File: src/verilog/epid_defines.svh
// Summary of operation
// - Control bit 5 picks polarity: clear falling/low, set rising/high.
// - Control bit 0 picks edge only, or edge plus matching level.
// - Control bit 4 enables the pin; clear means no requests from it.
// - Enabled pin gets a pull-up for falling, pull-down for rising polarity.
// - Bit 3 is a read-only flag showing a detected request event.
// - Writing 1 to bit 2 clears the flag; 0 does nothing; reads 0.
// - In level mode an acknowledge cannot clear while pin stays asserted.
// - Bit 1 gates the request output; set means request follows the flag.
// - Bits 7 and 6 of the control register always read 0.
// - Edge is deasserted-to-asserted; level mode keeps flag set while asserted.
`ifndef EPID_DEFINES_SVH
`define EPID_DEFINES_SVH

// ==========================================================
// Register byte offsets
`define EPID_OFS_CTRL        12'h000
`define EPID_OFS_INT_STATUS  12'h004
`define EPID_OFS_INT_MASK    12'h008
`define EPID_OFS_PIN_STATE   12'h00c

// ==========================================================
// Control and status fields
`define EPID_BIT_MODE        0
`define EPID_BIT_IE          1
`define EPID_BIT_ACK         2
`define EPID_BIT_FLAG        3
`define EPID_BIT_PE          4
`define EPID_BIT_EDG         5

// ==========================================================
// Interrupt status fields
`define EPID_INT_EVENT       0
`define EPID_INT_ACK_REFUSED 1
`define EPID_INT_WIDTH       2

// ==========================================================
// Pin state fields
`define EPID_PIN_LEVEL       0
`define EPID_PIN_ASSERTED    1
`define EPID_PIN_PULL_UP     2
`define EPID_PIN_PULL_DOWN   3

// ==========================================================
// Reset values
`define EPID_RST_CTRL        6'h00
`define EPID_RST_INT_MASK    2'h0
`define EPID_RST_PIN_LEVEL   1'b0

`endif

File: src/verilog/epid_pkg.sv
`default_nettype none
package epid_pkg;

    // ======================================================
    // Types
    typedef logic [7:0]  epid_byte_t;
    typedef logic [31:0] epid_word_t;

    typedef enum logic {
        EPID_EDGE_ONLY  = 1'b0,
        EPID_EDGE_LEVEL = 1'b1
    } epid_mode_e;

    typedef enum logic {
        EPID_FALLING = 1'b0,
        EPID_RISING  = 1'b1
    } epid_pol_e;

endpackage : epid_pkg
`default_nettype wire

File: src/verilog/epid_sync.sv
`timescale 1ns/1ps
`default_nettype none
module epid_sync #(
    parameter logic RESET_LEVEL = 1'b0
) (
    // Clock and reset
    input  wire logic pclk,
    input  wire logic presetn,
    // Asynchronous level in, settled level out
    input  wire logic async_in,
    output var  logic sync_out
);

    logic stage1;
    logic stage2;
    logic stage3;

    // ======================================================
    // Three-flop chain
    always_ff @(posedge pclk or negedge presetn) begin
        if (!presetn) begin
            stage1 <= RESET_LEVEL;
            stage2 <= RESET_LEVEL;
            stage3 <= RESET_LEVEL;
        end else begin
            stage1 <= async_in;
            stage2 <= stage1;
            stage3 <= stage2;
        end
    end

    // ======================================================
    // Accept a change once the last two stages agree
    always_ff @(posedge pclk or negedge presetn) begin
        if (!presetn) begin
            sync_out <= RESET_LEVEL;
        end else if (stage2 == stage3) begin
            sync_out <= stage3;
        end
    end

endmodule : epid_sync
`default_nettype wire

File: src/verilog/epid_top.sv
// The APB slave port and the placing of the registers were chosen for this implementation.
`timescale 1ns/1ps
`default_nettype none
`include "epid_defines.svh"
module epid_top #(
    parameter int ADDR_W = 12
) (
    // APB clock and reset
    input  wire logic              pclk,
    input  wire logic              presetn,
    // APB slave
    input  wire logic              psel,
    input  wire logic              penable,
    input  wire logic              pwrite,
    input  wire logic [ADDR_W-1:0] paddr,
    input  wire logic [31:0]       pwdata,
    input  wire logic [3:0]        pstrb,
    output var  logic [31:0]       prdata,
    output var  logic              pready,
    output var  logic              pslverr,
    // External request pin
    input  wire logic              request_pin,
    output var  logic              pull_up_en,
    output var  logic              pull_down_en,
    // Requests toward the core
    output var  logic              request_irq,
    output var  logic              irq
);

    // ======================================================
    // Declarations
    logic                      request_detect_mode;
    logic                      request_interrupt_enable;
    logic                      request_pin_enable;
    logic                      request_edge_polarity;
    logic                      request_event_flag;
    logic                      pin_level;
    logic                      pin_asserted;
    logic                      prev_asserted;
    logic                      edge_event;
    logic                      level_event;
    logic                      set_event;
    logic                      ack_write;
    logic                      ack_refused;
    logic [`EPID_INT_WIDTH-1:0] int_status;
    logic [`EPID_INT_WIDTH-1:0] int_mask;
    logic [`EPID_INT_WIDTH-1:0] int_set;
    logic                      setup_phase;
    logic                      access_phase;
    logic                      wr_take;
    logic                      lane0_wr;
    logic                      addr_ok;
    logic                      sel_ctrl;
    logic                      sel_status;
    logic                      sel_mask;
    logic                      sel_pin;
    epid_pkg::epid_byte_t      ctrl_view;
    epid_pkg::epid_byte_t      pin_view;
    epid_pkg::epid_word_t      next_rdata;
    epid_pkg::epid_mode_e      mode_sel;
    epid_pkg::epid_pol_e       pol_sel;

    // Control reset word, so single fields can be picked from it
    localparam logic [5:0] RST_CTRL = `EPID_RST_CTRL;

    // ======================================================
    // Pin synchroniser
    epid_sync #(
        .RESET_LEVEL (`EPID_RST_PIN_LEVEL)
    ) u_pin_sync (
        .pclk     (pclk),
        .presetn  (presetn),
        .async_in (request_pin),
        .sync_out (pin_level)
    );

    // ======================================================
    // APB phase decode
    assign setup_phase  = psel & ~penable;
    assign access_phase = psel & penable;
    assign pready       = 1'b1;
    assign wr_take      = access_phase & pready & pwrite;
    assign lane0_wr     = wr_take & pstrb[0];

    always_comb begin
        sel_ctrl   = (paddr == `EPID_OFS_CTRL);
        sel_status = (paddr == `EPID_OFS_INT_STATUS);
        sel_mask   = (paddr == `EPID_OFS_INT_MASK);
        sel_pin    = (paddr == `EPID_OFS_PIN_STATE);
        addr_ok    = sel_ctrl | sel_status | sel_mask | sel_pin;
    end

    // ======================================================
    // Control bits
    always_ff @(posedge pclk or negedge presetn) begin
        if (!presetn) begin
            request_detect_mode      <= RST_CTRL[`EPID_BIT_MODE];
            request_interrupt_enable <= RST_CTRL[`EPID_BIT_IE];
            request_pin_enable       <= RST_CTRL[`EPID_BIT_PE];
            request_edge_polarity    <= RST_CTRL[`EPID_BIT_EDG];
        end else if (lane0_wr && sel_ctrl) begin
            request_detect_mode      <= pwdata[`EPID_BIT_MODE];
            request_interrupt_enable <= pwdata[`EPID_BIT_IE];
            request_pin_enable       <= pwdata[`EPID_BIT_PE];
            request_edge_polarity    <= pwdata[`EPID_BIT_EDG];
        end
    end

    assign mode_sel = epid_pkg::epid_mode_e'(request_detect_mode);
    assign pol_sel  = epid_pkg::epid_pol_e'(request_edge_polarity);

    // ======================================================
    // Pull resistor selection
    always_comb begin
        pull_up_en   = 1'b0;
        pull_down_en = 1'b0;
        if (request_pin_enable) begin
            if (pol_sel == epid_pkg::EPID_RISING) begin
                pull_down_en = 1'b1;
            end else begin
                pull_up_en   = 1'b1;
            end
        end
    end

    // ======================================================
    // Edge and level detection
    // Asserted level follows the polarity choice
    assign pin_asserted = (pol_sel == epid_pkg::EPID_RISING) ? pin_level
                                                             : ~pin_level;

    always_ff @(posedge pclk or negedge presetn) begin
        if (!presetn) begin
            // Matches the asserted view of the reset pin level: no false edge
            prev_asserted <= 1'b1;
        end else begin
            prev_asserted <= pin_asserted;
        end
    end

    // Disabled pin raises nothing
    assign edge_event  = request_pin_enable & pin_asserted & ~prev_asserted;
    assign level_event = request_pin_enable & pin_asserted
                       & (mode_sel == epid_pkg::EPID_EDGE_LEVEL);
    assign set_event   = edge_event | level_event;

    // ======================================================
    // Event flag and acknowledge
    assign ack_write = lane0_wr & sel_ctrl & pwdata[`EPID_BIT_ACK];

    always_ff @(posedge pclk or negedge presetn) begin
        if (!presetn) begin
            request_event_flag <= 1'b0;
        end else if (set_event) begin
            // Set wins over a same-cycle acknowledge
            request_event_flag <= 1'b1;
        end else if (ack_write) begin
            request_event_flag <= 1'b0;
        end
    end

    // Acknowledge blocked by a held level
    assign ack_refused = ack_write & level_event;

    // ======================================================
    // Request toward the core
    always_ff @(posedge pclk or negedge presetn) begin
        if (!presetn) begin
            request_irq <= 1'b0;
        end else begin
            request_irq <= request_interrupt_enable
                         & (request_event_flag | set_event);
        end
    end

    // ======================================================
    // Sticky interrupt status and mask
    always_comb begin
        int_set                        = '0;
        int_set[`EPID_INT_EVENT]       = set_event & ~request_event_flag;
        int_set[`EPID_INT_ACK_REFUSED] = ack_refused;
    end

    always_ff @(posedge pclk or negedge presetn) begin
        if (!presetn) begin
            int_status <= '0;
        end else if (lane0_wr && sel_status) begin
            // Write one to clear, new events kept
            int_status <= (int_status & ~pwdata[`EPID_INT_WIDTH-1:0]) | int_set;
        end else begin
            int_status <= int_status | int_set;
        end
    end

    always_ff @(posedge pclk or negedge presetn) begin
        if (!presetn) begin
            int_mask <= `EPID_RST_INT_MASK;
        end else if (lane0_wr && sel_mask) begin
            int_mask <= pwdata[`EPID_INT_WIDTH-1:0];
        end
    end

    always_ff @(posedge pclk or negedge presetn) begin
        if (!presetn) begin
            irq <= 1'b0;
        end else begin
            irq <= |(int_status & int_mask);
        end
    end

    // ======================================================
    // Read views
    always_comb begin
        ctrl_view                    = '0;
        ctrl_view[`EPID_BIT_MODE]    = request_detect_mode;
        ctrl_view[`EPID_BIT_IE]      = request_interrupt_enable;
        ctrl_view[`EPID_BIT_ACK]     = 1'b0;
        ctrl_view[`EPID_BIT_FLAG]    = request_event_flag;
        ctrl_view[`EPID_BIT_PE]      = request_pin_enable;
        ctrl_view[`EPID_BIT_EDG]     = request_edge_polarity;
    end

    always_comb begin
        pin_view                       = '0;
        pin_view[`EPID_PIN_LEVEL]      = pin_level;
        pin_view[`EPID_PIN_ASSERTED]   = pin_asserted;
        pin_view[`EPID_PIN_PULL_UP]    = pull_up_en;
        pin_view[`EPID_PIN_PULL_DOWN]  = pull_down_en;
    end

    always_comb begin
        next_rdata = '0;
        if (sel_ctrl) begin
            next_rdata[7:0] = ctrl_view;
        end else if (sel_status) begin
            next_rdata[`EPID_INT_WIDTH-1:0] = int_status;
        end else if (sel_mask) begin
            next_rdata[`EPID_INT_WIDTH-1:0] = int_mask;
        end else if (sel_pin) begin
            next_rdata[7:0] = pin_view;
        end
    end

    // ======================================================
    // Read data and error captured in the setup cycle
    always_ff @(posedge pclk or negedge presetn) begin
        if (!presetn) begin
            prdata <= '0;
        end else if (setup_phase) begin
            prdata <= pwrite ? '0 : next_rdata;
        end
    end

    always_ff @(posedge pclk or negedge presetn) begin
        if (!presetn) begin
            pslverr <= 1'b0;
        end else if (setup_phase) begin
            pslverr <= ~addr_ok;
        end
    end

endmodule : epid_top
`default_nettype wire

File: config.mk
export PLATFORM = sky130hd
export DESIGN_NAME = epid_top
export DESIGN_NICKNAME = d
export VERILOG_FILES = /design/src/verilog/epid_pkg.sv /design/src/verilog/epid_sync.sv /design/src/verilog/epid_top.sv
export VERILOG_INCLUDE_DIRS = /design/src /design/src/verilog
export SDC_FILE = /design/constraint.sdc
export NUM_CORES = 1
export LEC_CHECK = 0
export ABC_AREA = 1
export BUFFER_PORTS_ARGS = -buffer_cell sky130_fd_sc_hd__buf_2
export CAP_MARGIN = 15
export CORE_MARGIN = 1
export CORE_UTILIZATION = 37
export CTS_CLUSTER_SIZE = 10
export DETAILED_ROUTE_END_ITERATION = 10
export MAX_ROUTING_LAYER = met4
export PLACE_DENSITY = 0.78
export SETUP_SLACK_MARGIN = 0.4
export SLEW_MARGIN = 20
export SYNTH_ARGS = -nofsm -noshare
export SYNTH_HDL_FRONTEND = slang
export SYNTH_SLANG_ARGS = --single-unit
File: constraint.sdc
create_clock -name pclk -period 1.02 [get_ports pclk]
set_input_delay 0.204 -clock pclk [delete_from_list [all_inputs] [get_ports pclk]]
set_output_delay 0.204 -clock pclk [all_outputs]
set_load 0.02 [all_outputs]
==> impl_metrics.toml <==
[global_routing]
antenna_found_initial = 0
grt_usage = 0.1527
grt_pass1_vias = 1037
grt_max_degree = 24
overflow = 0
grt_pass1_wl_mm = 4.623

[floorplanning]
core_region_area_sq_um = 3416
die_y_microns = 62.57
start_util = 0.3974
dieArea_sq_um = 3915
rows = 21
die_x_microns = 62.57
ios = 92

[timing]
fin_setup_tns_ns = -1.972
hold_viol_final = 22
slew_violations = 0
fmax_mhz = 769.6
rsz0062_at_grt = "true"
fin_crit_ns = 1.299
worst_pin_slew_ns = 0.5195
whs_ns = -0.1599
layout_setup_ws_ns = -0.2794
setup_viol = 18
fin_crit_sh = 1.274
slew_headroom = 0.6537
finalClockSkew_ns = 0.004911

[clock_tree]
cts_buffers = 3
clk-insertion-delay-late_ns = 0.32
cts_tree = "done"
cts_max_level = 1
clock_tree.root_cell = "clkbuf_4"
cts.sinks = 23
clkTransAtPathRegs_ns = 0.13
clockBufferDepth = 2

[place]
dp_hpwl_mm = 1.967
io_buffers = 34
place.gp.congestion = 0.7818
dpl_cell_area_sq_um = 1592
dp.cells = 248

[routing]
drtPass1Iterations = 6
wirelength_mm = 2.861
drcViolationCount = 0
wire_per_inst_microns = 10.80
drt_iter0_drc = 29
vias_per_cell = 4.317
vias = 1144
drtAntennaViolNets = 0

[yosys]
async_flop_share = 1.000
synth_ff_type = "dfrtp_1"
ys_seq_elements = 23
syn_area_per_cell_sq_um = 8.592
synth_warnings = 0
synth_edf_count = 0
ys_seq_area_frac = 0.4249
synthCells = 158
yosysUniqueCellTypes = 29
synth_area_sq_um = 1358

[final_layout]
syn_to_final_growth_pct = 46.73
regMostFlops = "prdata"
nFillCells = 300
largest_reg_flops = 6
final_cells = 265
top_regs = "prdata (6), int_mask (2), int_status (2)"
final_area_sq_um = 1992
layout.nets = 274
n_antenna_cell = 0
drive_gt1_frac = 0.5342

[power_and_ir_drop]
p_leak_uw = 0.001035
finalPower_uw = 1691
ir_worst_vdd_mv = 0.6265
powerDensity_nw_per_um2 = 849.1

[critical_path]
critical_path_class = "reg -> out"
arrival_ns = 1.10
cp-end-kind = "output pin"
slowest_stage = "dfrtp_1"
cp_max_fo = 3
critPathLaunchType = "register"
path_cells = "buf_6 > nor2_4 > buf_6"
crit_path_frequent_cell = "buf_6"
critPathMaxStageDelay_ns = 0.43
required_ns = 0.82

[outcome]
violations = "negative hold slack, negative setup slack"
status = "finished with violations"

[job]
maxCapViolations = 0

[hold_path]
hold_class = "in -> async"
[area by class of cell]
class	instances	area, sq um	area share
clock buffers	3	22.52	0.01131
multi-input cells	113	739.5	0.3712
well taps	46	57.56	0.02889
inverters	19	71.32	0.03580
repair buffers	60	508.0	0.2550
flip-flops and latches	23	585.6	0.2940
clock inverters	1	7.507	0.003769
[per-layer routing]
layer / track usage / vias to the layer above / part of all wire
li1: - / 563 / -
met1: 0.1916 / 541 / 0.42
met2: 0.2486 / 34 / 0.52
met3: 0.03650 / 6 / 0.042
met4: 0.03488 / 0 / 0.013
met5: - / - / 0
[path summary, 6_finish.rpt]
check,depth (start not counted),to,slack [ns],startpoint
worst max-delay path,3,pull_up_en,-0.28,pol_sel$_DFFE_PN0P_
worst min-delay path,1,request_irq$_DFF_PN0_,-0.16,presetn
worst max register to register,7,prdata[1]$_DFFE_PN0P_,-0.23,pol_sel$_DFFE_PN0P_
worst min register to register,0,u_pin_sync.stage2$_DFF_PN0_,0.37,u_pin_sync.stage1$_DFF_PN0_
max in group asynchronous,1,prdata[0]$_DFFE_PN0P_,0.80,presetn
min in group pclk,3,pol_sel$_DFFE_PN0P_,0.08,pwdata[5]
[critical path: cells and delay by family (launching register included)]
family | cells | cell delay, ns
flops | 1 | 0.43
simple gates | 1 | 0.09
buf+inv | 2 | 0.26
[cell usage in the layout (no fill, tap or decap), drive strengths merged, types with 2 or more instances in the layout]
master | netlist | final
buf | 28 | 59
clkbuf | 0 | 3
conb | 2 | 27
dfrtp | 22 | 22
inv | 19 | 19
nand2 | 36 | 36
nand3 | 11 | 11
nor2 | 14 | 14
nor3 | 2 | 2
o21ai | 14 | 14
o31ai | 2 | 2
[cells by family (layout without fill, tap and decap cells)]
family / count (synthesis) / in the layout / synth area share
other: 2 / 27 / 0.005532
adders and majority gates: 1 / 1 / 0.007374
AOI/OAI and AO/OA: 19 / 19 / 0.08294
buffers and inverters: 47 / 83 / 0.2101
and+or+nand+nor: 65 / 65 / 0.2627
xor gates and xnor gates: 1 / 1 / 0.006453
DFF: 23 / 23 / 0.4249
[synth_stat cells (2+ instances only)]
cell     count  area [sq um]
buf_4       27         202.7
conb_1       2         7.510
dfrtp_1     22         550.5
inv_1       16         60.06
inv_2        3         11.26
nand2_1     31         116.4
nand2_2      3         18.77
nand2_4      2         22.52
nand3_1      9         45.04
nand3_2      2         20.02
nor2_1       9         33.78
nor2_2       2         12.51
nor2_4       2         22.52
o21ai_1     11         55.05
o21ai_2      2         17.52
o31ai_1      2         15.01
[metrics by stage]
step	worst slack, ns	utilization
floorplan	0.001080	-
global placement	-0.1906	0.4659
detailed placement	-0.2294	0.4659
CTS	-0.2677	0.5414
global route	-0.3303	0.5832
finish	-0.2794	0.5832
[report_power, final]
group	internal, uW	switching [uW]
Combinational	112	203
Sequential	930	12.0
Clock	150	286
[repair_timing]
item                                   CTS  global route
gates cloned                             0             0
setup buffers                            7             5
pin swaps                               14             9
endpoints found under the hold margin   23            23
setup endpoints to repair               31            31
gates resized for setup                 47            19
Power figures use the tool's default switching activity.
